--- config.mk ---
export PLATFORM = sky130hd
export DESIGN_NAME = ssm_ctrl
export DESIGN_NICKNAME = d
export VERILOG_FILES = /design/src/hw/ssm_pkg.sv /design/src/hw/ssm_sync2.sv /design/src/hw/ssm_ctrl.sv
export SDC_FILE = /design/constraint.sdc
export NUM_CORES = 1
export LEC_CHECK = 0
export ABC_CLOCK_PERIOD_IN_PS = 2650
export BUFFER_PORTS_ARGS = -buffer_cell sky130_fd_sc_hd__buf_2
export CAP_MARGIN = 25
export CORE_MARGIN = 2
export CORE_UTILIZATION = 50
export CTS_CLUSTER_SIZE = 20
export DETAILED_ROUTE_END_ITERATION = 10
export HOLD_SLACK_MARGIN = 0.06
export PLACE_DENSITY = 0.75
export SETUP_SLACK_MARGIN = 0.02
export SLEW_MARGIN = 20
export SYNTH_ARGS = -nofsm -noshare
export SYNTH_HDL_FRONTEND = slang
export SYNTH_HIERARCHICAL = 1
export SYNTH_SLANG_ARGS = --single-unit
export TNS_END_PERCENT = 20
--- constraint.sdc ---
create_clock -name core_clk -period 2.65 [get_ports core_clk]
set_clock_uncertainty 0.2 [all_clocks]
set_input_delay 0.3975 -clock core_clk [delete_from_list [all_inputs] [get_ports core_clk]]
set_output_delay 0.3975 -clock core_clk [all_outputs]
set_load 0.005 [all_outputs]
--- src/hw/ssm_pkg.sv ---
// shared constants and types for the system-side serial mode controller
// assumes a single 50 MHz core clock and a synchronous active-low reset
package ssm_pkg;
   // startup mode selection encodings
   typedef enum logic [1:0] {
      SSM_START_10G = 2'h0,
      SSM_START_BX = 2'h1,
      SSM_START_SGMII = 2'h2,
      SSM_START_OFF = 2'h3
   } ssm_start_t;

   // negotiated line rate encodings
   typedef enum logic [1:0] {
      SSM_RATE_100M = 2'h0,
      SSM_RATE_1G = 2'h1,
      SSM_RATE_10G = 2'h2
   } ssm_rate_t;

   // active lane personality seen by the lanes
   typedef enum logic [2:0] {
      SSM_LM_OFF = 3'h0,
      SSM_LM_KR = 3'h1,
      SSM_LM_BX = 3'h2,
      SSM_LM_SG1G = 3'h3,
      SSM_LM_SG100 = 3'h4
   } ssm_lane_mode_t;

   // transmit content toward the system side
   typedef enum logic [1:0] {
      SSM_TX_QUIET = 2'h0,
      SSM_TX_IDLE = 2'h1,
      SSM_TX_LFAULT = 2'h2,
      SSM_TX_DATA = 2'h3
   } ssm_tx_t;

   // lane rates per physical lane; the top rate is in kb/s since it is not a whole Mb/s
   localparam int SSM_RATE_1G25_MBPS = 1250;
   localparam int SSM_RATE_3G125_MBPS = 3125;
   localparam int SSM_RATE_10G3125_KBPS = 10312500;

   // timing
   localparam int SSM_CLK_MHZ = 50;
   localparam int SSM_LBREAK_US = 100;
   localparam int SSM_LBREAK_CYC = SSM_LBREAK_US * SSM_CLK_MHZ;
   localparam int SSM_LFAULT_CYC = 16;

   // lane numbering
   localparam int SSM_SGMII_LANE = 0;
   localparam int SSM_KR_LANE = 2;
   localparam int SSM_NUM_LANES = 4;
endpackage : ssm_pkg

--- src/hw/ssm_sync2.sv ---
// two-flip-flop synchroniser for a vector of level inputs
// assumes the inputs come from outside the core clock domain
`timescale 1ns/1ps
`default_nettype none
module ssm_sync2 #(
   parameter int W = 1
) (
   input wire logic core_clk,
   input wire logic rst_n,
   input wire logic [W-1:0] async_in,
   output logic [W-1:0] sync_out
);
   typedef struct packed {
      logic [W-1:0] meta;
      logic [W-1:0] stable;
   } ssm_sync_state_t;

   ssm_sync_state_t st;
   ssm_sync_state_t next_st;

   // first stage feeds only the second
   always_comb begin
      next_st.meta = async_in;
      next_st.stable = st.meta;
      if (!rst_n) begin
         next_st = '0;
      end
   end

   always_ff @(posedge core_clk) begin
      st <= next_st;
   end

   assign sync_out = st.stable;
endmodule : ssm_sync2
`default_nettype wire

--- src/hw/ssm_ctrl.sv ---
// system-side serial mode controller: startup mode, rate follow, link loss
// assumes line-side status pins are asynchronous; partner acks are core-clock pulses
`timescale 1ns/1ps
`default_nettype none
module ssm_ctrl #(
   parameter int LBREAK_CYC = ssm_pkg::SSM_LBREAK_CYC,
   parameter int LFAULT_CYC = ssm_pkg::SSM_LFAULT_CYC
) (
   input wire logic core_clk,
   input wire logic rst_n,
   input wire logic [1:0] start_mode,
   input wire logic line_link_up,
   input wire logic [1:0] line_rate,
   input wire logic serdes_sync,
   input wire logic sgmii_ack,
   output logic [2:0] lane_mode,
   output logic [3:0] lane_en,
   output logic [12:0] lane0_rate_mbps,
   output logic [1:0] tx_content,
   output logic sgmii_msg_valid,
   output logic sgmii_msg_link,
   output logic [1:0] sgmii_msg_rate,
   output logic sgmii_cores_on,
   output logic kr_cores_on,
   output logic an_restart,
   output logic an_done_irq
);
   // ------------------------------------------------------------
   // parameter checks
   // ------------------------------------------------------------
   // both timers share the 24-bit cycle counter
   if (LBREAK_CYC < 1 || LFAULT_CYC < 1 || LBREAK_CYC > 32'h00FF_FFFF || LFAULT_CYC > 32'h00FF_FFFF) begin : g_bad_timer
      $error("ssm_ctrl: bad timer parameter");
   end

   typedef enum {
      S_BOOT,
      S_WAIT,
      S_DOWN_MSG,
      S_UP_MSG,
      S_RUN,
      S_FAULT,
      S_BREAK
   } ssm_fsm_t;

   typedef struct packed {
      ssm_fsm_t fsm;
      ssm_pkg::ssm_lane_mode_t lm;
      ssm_pkg::ssm_tx_t tx;
      logic [3:0] en;
      logic [12:0] l0rate;
      logic msg_v;
      logic msg_link;
      logic [1:0] msg_rate;
      logic sg_on;
      logic kr_on;
      logic an_rs;
      logic irq;
      logic [23:0] cnt;
   } ssm_state_t;

   ssm_state_t st;
   ssm_state_t next_st;
   logic [1:0] sync_rate;
   logic sync_link;
   logic sync_lock;

   // ------------------------------------------------------------
   // pin synchronisers
   // ------------------------------------------------------------
   ssm_sync2 #(.W(4)) u_sync (
      .core_clk(core_clk),
      .rst_n(rst_n),
      .async_in({line_link_up, serdes_sync, line_rate}),
      .sync_out({sync_link, sync_lock, sync_rate})
   );

   // idle personality for the chosen startup mode
   function automatic ssm_pkg::ssm_lane_mode_t home_mode(input logic [1:0] sm);
      unique case (ssm_pkg::ssm_start_t'(sm))
         ssm_pkg::SSM_START_10G: home_mode = ssm_pkg::SSM_LM_KR;
         ssm_pkg::SSM_START_BX: home_mode = ssm_pkg::SSM_LM_BX;
         ssm_pkg::SSM_START_SGMII: home_mode = ssm_pkg::SSM_LM_SG1G;
         ssm_pkg::SSM_START_OFF: home_mode = ssm_pkg::SSM_LM_OFF;
      endcase
   endfunction : home_mode

   // personality after link up, by negotiated rate and startup mode
   function automatic ssm_pkg::ssm_lane_mode_t rate_mode(input logic [1:0] sm, input logic [1:0] r);
      if (r == ssm_pkg::SSM_RATE_10G) begin
         rate_mode = ssm_pkg::SSM_LM_KR;
      end else if (r == ssm_pkg::SSM_RATE_100M) begin
         rate_mode = ssm_pkg::SSM_LM_SG100;
      end else if (ssm_pkg::ssm_start_t'(sm) == ssm_pkg::SSM_START_SGMII) begin
         rate_mode = ssm_pkg::SSM_LM_SG1G;
      end else begin
         rate_mode = ssm_pkg::SSM_LM_BX;
      end
   endfunction : rate_mode

   // ------------------------------------------------------------
   // mode sequencer
   // ------------------------------------------------------------
   always_comb begin
      next_st = st;
      next_st.an_rs = 1'b0;
      next_st.irq = 1'b0;
      next_st.msg_v = 1'b0;
      unique case (st.fsm)
         // first cycle out of reset; SGMII startup opens with a link-down exchange
         S_BOOT: begin
            next_st.lm = home_mode(start_mode);
            if (ssm_pkg::ssm_start_t'(start_mode) == ssm_pkg::SSM_START_SGMII) begin
               next_st.fsm = S_DOWN_MSG;
            end else begin
               next_st.fsm = S_WAIT;
            end
         end
         S_WAIT: begin
            next_st.lm = home_mode(start_mode);
            if (sync_link) begin
               next_st.irq = 1'b1;
               if (ssm_pkg::ssm_start_t'(start_mode) == ssm_pkg::SSM_START_SGMII) begin
                  next_st.fsm = S_UP_MSG;
                  next_st.msg_rate = sync_rate;
               end else begin
                  next_st.lm = rate_mode(start_mode, sync_rate);
                  next_st.fsm = S_RUN;
               end
            end
         end
         S_DOWN_MSG: begin
            next_st.msg_v = 1'b1;
            next_st.msg_link = 1'b0;
            // an ack only counts while the message is on the wire
            if (sgmii_ack && st.msg_v) begin
               next_st.msg_v = 1'b0;
               next_st.fsm = S_WAIT;
            end
         end
         S_UP_MSG: begin
            next_st.msg_v = 1'b1;
            next_st.msg_link = 1'b1;
            if (sgmii_ack && st.msg_v) begin
               next_st.msg_v = 1'b0;
               next_st.lm = rate_mode(start_mode, st.msg_rate);
               next_st.fsm = S_RUN;
            end else if (!sync_link) begin
               next_st.msg_v = 1'b0;
               next_st.fsm = S_BREAK;
               next_st.cnt = '0;
            end
         end
         S_RUN: begin
            if (!sync_link) begin
               next_st.cnt = '0;
               if (st.lm == ssm_pkg::SSM_LM_KR) begin
                  next_st.fsm = S_FAULT;
               end else begin
                  next_st.fsm = S_BREAK;
               end
            end
         end
         S_FAULT: begin
            next_st.cnt = st.cnt + 24'h00_0001;
            if (st.cnt == 24'(LFAULT_CYC - 1)) begin
               next_st.cnt = '0;
               next_st.fsm = S_BREAK;
            end
         end
         S_BREAK: begin
            // 1G SGMII keeps running; others go home
            if (st.lm != ssm_pkg::SSM_LM_SG1G) begin
               next_st.lm = home_mode(start_mode);
            end
            next_st.cnt = st.cnt + 24'h00_0001;
            if (st.cnt == 24'(LBREAK_CYC - 1)) begin
               next_st.cnt = '0;
               next_st.an_rs = 1'b1;
               if (ssm_pkg::ssm_start_t'(start_mode) == ssm_pkg::SSM_START_SGMII) begin
                  next_st.fsm = S_DOWN_MSG;
               end else begin
                  next_st.fsm = S_WAIT;
               end
            end
         end
      endcase

      // data only when running and locked; faults in the fault hold and while waiting at 10G, quiet when off, else idles
      if (next_st.fsm == S_FAULT || (next_st.fsm == S_WAIT && next_st.lm == ssm_pkg::SSM_LM_KR)) begin
         next_st.tx = ssm_pkg::SSM_TX_LFAULT;
      end else if (next_st.lm == ssm_pkg::SSM_LM_OFF) begin
         next_st.tx = ssm_pkg::SSM_TX_QUIET;
      end else if (next_st.fsm == S_RUN && sync_lock) begin
         next_st.tx = ssm_pkg::SSM_TX_DATA;
      end else begin
         next_st.tx = ssm_pkg::SSM_TX_IDLE;
      end

      // core and lane mapping; lanes 1 and 3 never used here
      next_st.sg_on = next_st.lm inside {ssm_pkg::SSM_LM_BX, ssm_pkg::SSM_LM_SG1G, ssm_pkg::SSM_LM_SG100};
      next_st.kr_on = next_st.lm == ssm_pkg::SSM_LM_KR;
      next_st.en = '0;
      next_st.en[ssm_pkg::SSM_SGMII_LANE] = next_st.sg_on;
      next_st.en[ssm_pkg::SSM_KR_LANE] = next_st.kr_on;
      // lane zero runs 1.25 Gb/s for SGMII
      next_st.l0rate = next_st.sg_on ? 13'(ssm_pkg::SSM_RATE_1G25_MBPS) : '0;

      // registered reset state, home mode 10G default
      if (!rst_n) begin
         next_st = '0;
         next_st.fsm = S_BOOT;
         next_st.lm = ssm_pkg::SSM_LM_KR;
         next_st.tx = ssm_pkg::SSM_TX_LFAULT;
         next_st.kr_on = 1'b1;
         next_st.en[ssm_pkg::SSM_KR_LANE] = 1'b1;
      end
   end

   always_ff @(posedge core_clk) begin
      st <= next_st;
   end

   // outputs straight from state flops
   assign lane_mode = st.lm;
   assign lane_en = st.en;
   assign lane0_rate_mbps = st.l0rate;
   assign tx_content = st.tx;
   assign sgmii_msg_valid = st.msg_v;
   assign sgmii_msg_link = st.msg_link;
   assign sgmii_msg_rate = st.msg_rate;
   assign sgmii_cores_on = st.sg_on;
   assign kr_cores_on = st.kr_on;
   assign an_restart = st.an_rs;
   assign an_done_irq = st.irq;
endmodule : ssm_ctrl
`default_nettype wire

After elaboration in Yosys (flattened, before gate mapping)
Cells that the tools add are included.
{ "word_totals": {"reg_bits": 94, "input_bits": 9, "output_inout_bits": 30, "wordCells": 94} }
{ "classes": {"addsub": 1, "n_eq_ne": 23, "mux": 34, "n_bitwise": 1, "n_reduce_logical": 18} }
{ "ops": {"columns": ["cell", "count"], "rows": [
  ["case mux 32 bit (7 select lines)", 1],
  ["2-to-1 mux 32 bit", 6],
  ["equality test 32 x 2 -> 1 bit (second input constant)", 3],
  ["equality test 32 x 3 -> 1 bit (second input constant)", 3],
  ["2-to-1 mux 24 bit", 4],
  ["case mux 24 bit (4 select lines)", 1],
  ["equality test 32 x 4 -> 1 bit (second input constant)", 2],
  ["2-to-1 mux 35 bit", 1],
  ["equality test 32 x 1 -> 1 bit (second input constant)", 1],
  ["zero test 32 bit", 1],
  ["adder 24 x 1 -> 24 bit (second input constant)", 1],
  ["equality test 24 x 13 -> 1 bit (second input constant)", 1],
  ["equality test 24 x 4 -> 1 bit (second input constant)", 1],
  ["2-to-1 mux 3 bit", 8],
  ["case mux 3 bit (4 select lines)", 2],
  ["2-to-1 mux 11 bit", 1],
  ["equality test 2 bit (second input constant)", 4],
  ["2-to-1 mux 2 bit", 4],
  ["equality test 3 x 1 -> 1 bit (second input constant)", 2],
  ["equality test 3 x 2 -> 1 bit (second input constant)", 2],
  ["zero test 2 bit", 3],
  ["AND reduction 2 bit", 3],
  ["2-to-1 mux 1 bit", 5],
  ["case mux 2 bit (2 select lines)", 1],
  ["14 further kinds", 16]
]} }

Longest topological paths before layout
{ "logic_depth": {"depth_word": 10, "ltp_mapped": 10, "ltp_nobuf": 9} }

By module
The synthesis kept the hierarchy.
{ "by_module_without_submodules": {"columns": ["module", "instances", "cells_each", "area_per_inst_um2", "seq_area_each_um2"], "rows": [
  ["ssm_ctrl", 1, 359, 3389.5, 1381.3],
  ["ssm_sync2", 1, 20, 240.2, 160.2]
]} }

Least setup slack after synthesis
OpenSTA, ideal clock, no wires.
{ "synth_path": {"path_type": "input-to-reg", "startpoint": "in start_mode[0]", "endpoint": "reg st (netlist bit lane_en[0])", "setup_time_ns": 0.070, "arrival_time_ns": 2.106, "required_ns": 2.380, "slack_ns": 0.274, "path_stages": 9, "path_buffers": 0, "cell_sequence": "inv_1 -> ha_1 -> nand2b_1 -> mux2_1 -> a22o_1 -> o21ai_1 -> nand2_1 -> or3_1 -> a21boi_1"} }
{ "synth_between": {"elab_chain_len": 8, "word_cells_on_any_way": 17, "classes_between": "eq/ne (6); mux (9); reduce/logical (2)"} }
{ "synth_lines": {"columns": ["element", "line_no", "text"], "rows": [
  ["start, declared", "ssm_ctrl.sv:11", "input wire logic [1:0] start_mode,"],
  ["equality test 2 bit", "ssm_ctrl.sv:80, ssm_ctrl.sv:94, ssm_ctrl.sv:123", null],
  ["2-to-1 mux 1 bit", "ssm_ctrl.sv:94", "end else if (ssm_pkg::ssm_start_t'(sm) == ssm_pkg::SSM_START_SGMII) begin"],
  ["2-to-1 mux 3 bit", "ssm_ctrl.sv:92", "end else if (r == ssm_pkg::SSM_RATE_100M) begin"],
  ["2-to-1 mux 3 bit", "ssm_ctrl.sv:90", "if (r == ssm_pkg::SSM_RATE_10G) begin"],
  ["2-to-1 mux 3 bit", "ssm_ctrl.sv:144", "if (sgmii_ack && st.msg_v) begin"],
  ["case mux 3 bit (4 select lines) (*)", "ssm_ctrl.sv:109", "unique case (st.fsm)"],
  ["equality test 3 x 2 -> 1 bit or equality test 3 bit (tied branches)", "ssm_ctrl.sv:201", "next_st.sg_on = next_st.lm inside {ssm_pkg::SSM_LM_BX, ssm_pkg::SSM_LM_SG1G, ssm_pkg::SSM_LM_SG100};"],
  ["nonzero test 3 bit (*)", "ssm_ctrl.sv:201", null],
  ["end signal, assigned", "ssm_ctrl.sv:221", "st <= next_st;"],
  ["end, declared", "ssm_ctrl.sv:62", "ssm_state_t st;"]
]} }
Every way passes the cells marked *; elsewhere a longest branch is shown, timed or not. The select of a mux whose other input is x is not followed.
A chain may end at the register's enable or synchronous reset.

Worst setup path in the final report
{ "layout_path": {"startpoint": "reg st[20] (netlist name)", "endpoint": "reg st[8] (netlist name)"} }
{ "layout_between": {"elab_chain_len": 3, "word_cells_on_any_way": 5, "classes_between": "eq/ne (2); mux (3)"} }
{ "layout_lines": {"columns": ["element", "line_no"], "rows": [
  ["equality test 24 x 13 -> 1 bit or equality test 24 x 4 -> 1 bit (tied branches)", "ssm_ctrl.sv:177, ssm_ctrl.sv:166"],
  ["2-to-1 mux 24 bit (on tied branches)", "ssm_ctrl.sv:177, ssm_ctrl.sv:166"],
  ["case mux 24 bit (4 select lines) (*)", "ssm_ctrl.sv:109"]
]} }
Every way passes the cells marked *; elsewhere a longest branch is shown, timed or not.

==> impl_metrics.json <==
{
  "final.setup.worst_slack_ps": 135.8,
  "fmax_mhz": 397.7,
  "crit_slowest_cell": "or4_4",
  "grt_max_degree": 28,
  "synth_top_area_share_pct": 42.47,
  "switching_share_pct": 22.57,
  "cp.arrival_ps": 2550,
  "drt-total-wl_um": 6788,
  "finalInstanceArea_um2": 4094,
  "worst_r2r_path_depth": 7,
  "cts_inserted_buffers": 9,
  "r2r_start": "st[20]",
  "cp_max_fo": 21,
  "p_int_w": 0.001668,
  "syn_area_per_cell_um2": 9.577,
  "drt_pass1_iterations": 5,
  "combPwrFrac_pct": 4.7,
  "hp-class": "in2reg",
  "use_met1_pct": 20.40,
  "hpwl_um": 4990,
  "antenna_found_initial": 0,
  "final.min_clock_period_ps": 2514,
  "outcome": "finished, final reports clean",
  "vias": 2755,
  "synthArstFlopShare_pct": 0,
  "diodes": 0,
  "startpoint": "st[20]",
  "required_ps": 2690,
  "pwr-share-seq_pct": 56.0,
  "grt-busiest-layer": "met2",
  "cts_tree": "yes",
  "p_total_w": 0.002154,
  "syn_area_um2": 3630,
  "synth_common_cells": "77 x dfxtp_1, 28 x buf_4, 27 x nor2_1",
  "drt-wirelength-per-cell_um": 12.59,
  "grt_pass1_vias": 2554,
  "grt_usage_pct": 18.24,
  "drv_cap": 0,
  "row_count": 31,
  "dr.first_iter.drc_count": 84,
  "synth_cells": 379,
  "io_pins": 39,
  "vias_per_cell": 5.111,
  "critical_path.max_stage_delay_ps": 560,
  "cts_root_buf": "clkbuf_8",
  "drv_slew": 0,
  "p_per_area_nw_per_um2": 526.1,
  "setup_viol": 0,
  "ys_warn_count": 6,
  "die_y_um": 89.20,
  "worst_pin_slew_ps": 525.3,
  "ys_types": 77,
  "power.leakage_nw": 1.544,
  "synthTopCellsByArea": "dfxtp_1 42%, buf_4 5.8%, nor2_1 2.8%, and2_1 2.2%, a21oi_1 2.2%",
  "layout.nets": 447,
  "seq_area_um2": 1541,
  "syn_to_final_growth_pct": 12.79,
  "clockPowerShare_pct": 39.3,
  "synth_area_leader_cell": "dfxtp_1",
  "synth_flop_cell": "dfxtp_1",
  "gr-usage-met3_pct": 4.432,
  "r2r_end": "st[8]",
  "clkTransAtPathRegs_ps": 80,
  "gp_congestion": 0.8863,
  "dieArea_um2": 7957,
  "r2r_setup_slack_ps": 140,
  "portBuffers": 28,
  "initial_utilization_pct": 50.86,
  "worst_skew_pair.late_latency_ps": 350,
  "maxSlewHeadroom_pct": 64.93,
  "grt_util_met2_pct": 31.72,
  "endpoint_kind": "flop",
  "synth-seq-cells": 77,
  "clk_path_buf_depth": 2,
  "preCtsSetupSlack_ps": 88.88,
  "drc": 0,
  "power.switching_w": 0.0004861,
  "fin_crit_sh_pct": 94.88,
  "crit_type": "reg2reg",
  "overflow": 0,
  "start_kind": "flop",
  "peakVddDrop_v": 0.0002032,
  "cts_sinks": 77,
  "n_fill_cell": 672,
  "ys_seq_area_share_pct": 42.47,
  "dieWidth_um": 89.20,
  "hold_viol_final": 0,
  "synth.most_common_cell": "dfxtp_1",
  "rsz0062_at_grt": "true",
  "path_cells": "or4_4 > nand4b_4 > o311ai_2 > a211oi_4 > o21ai_4 > buf_4 > nor2_1",
  "htreeDepth": 3,
  "ant_nets": 0,
  "core_area_um2": 7137,
  "hold_slack_ps": 229.6,
  "drive_gt1_share_pct": 21.36,
  "dpl-instance-area_um2": 3854,
  "grt_pass1_wl_um": 11120,
  "crit_path_end": "st[8]",
  "multi_input_area_um2": 1862,
  "tns_ps": 0,
  "synth-edff-count": 0
}
## power by group through the flow
stage	registers [W]	clock network, W	logic, W
6_report	0.00121	0.000846	0.000102
5_1_grt	0.00121	0.000913	0.000116
4_1_cts	0.00121	0.000874	0.000100
3_5_place_dp	0.00123	0	0.0000952
3_3_place_gp	0.00123	0	0.0000941
2_1_floorplan	0.00123	0	0.0000892
## layout by cell type, fill, tap and decap left out, drive strengths merged, types with 4 or more instances in the layout
master	Yosys	final
buf	40	46
nor4	15	15
a21oi	16	16
mux2i	4	4
xnor2	8	8
or2	4	4
nor2b	6	6
dfxtp	77	77
nor3	12	12
nand2	19	19
nand3b	4	4
xor2	4	4
inv	16	16
o211ai	5	5
o21ai	17	17
or3	10	10
clkbuf	3	10
nor2	28	28
dlygate4sd3	0	4
and2	15	15
nand3	15	15
conb	1	39
nand4	8	8
o31ai	4	4
## worst max-delay path, delay by kind of cell (launching register included)
| family | cells | cell delay, ps |
|---|---|---|
| DFF | 1 | 350 |
| buffers and inverters | 1 | 260 |
| AOI/OAI and AO/OA | 3 | 720 |
| and+or+nand+nor | 3 | 870 |
## how the worst min path moves through the flow
stage | start | endpoint | slack [ps] | depth (start not counted)
after detailed placement | u_sync/st[7] | u_sync/sync_out[3] | 220 | 1
after CTS | rst_n | lane_mode[0] | 220 | 2
after global placement | u_sync/st[5] | u_sync/sync_out[1] | 220 | 1
final | rst_n | lane_mode[0] | 230 | 2
after floorplan | u_sync/st[4] | u_sync/sync_out[0] | 210 | 1
after global routing | u_sync/st[4] | u_sync/sync_out[0] | 250 | 1
## cell families (layout without fill, tap and decap cells)
family	after synthesis	count (layout)	share of synthesized area, %
AOI/OAI and AO/OA	64	64	12.86
xor gates and xnor gates	12	12	2.896
adders and majority gates	3	3	1.034
buffers and inverters	59	82	10.41
DFF	77	77	42.47
muxes	6	6	1.724
other	1	39	0.1033
and+or+nand+nor	157	157	28.51
## timing repair
action,in CTS,in global routing
setup endpoints to repair,0,6
gates resized for setup,0,1
hold endpoints to repair,4,0
hold buffers,4,0
buffers inserted,0,0
## final cells by class
type	count	share of cell area [%]
inverters	16	1.467
clock buffers	10	3.117
clock inverters	6	1.559
multi-input cells	281	45.48
repair buffers	50	7.702
well taps	99	3.026
flip-flops and latches	77	37.65
## metrics by stage
| stage | cells | util, % |
|---|---|---|
| floorplan | 417 | - |
| global placement | 519 | 54.00 |
| detailed placement | 519 | 54.00 |
| CTS | 539 | 57.24 |
| global route | 539 | 57.36 |
| finish | 539 | 57.36 |
## sequential cells by signal, summed over array words and instances (netlist names)
| register | cells |
|---|---|
| an_restart | 1 |
| tx_content | 2 |
| u_sync/sync_out | 4 |
| u_sync/st | 4 |
| st | 56 |
| lane_mode | 3 |
| sgmii_msg_valid | 1 |
| sgmii_msg_rate | 2 |
| an_done_irq | 1 |
| sgmii_msg_link | 1 |
| lane_en | 2 |
## layer usage
metal / share of wire, % / vias up
met1: 43 / 1273
met5: 0 / -
li1: - / 1393
met3: 5.1 / 15
met4: 2.2 / 0
met2: 50 / 74
(Power assumes the default switching activity.)
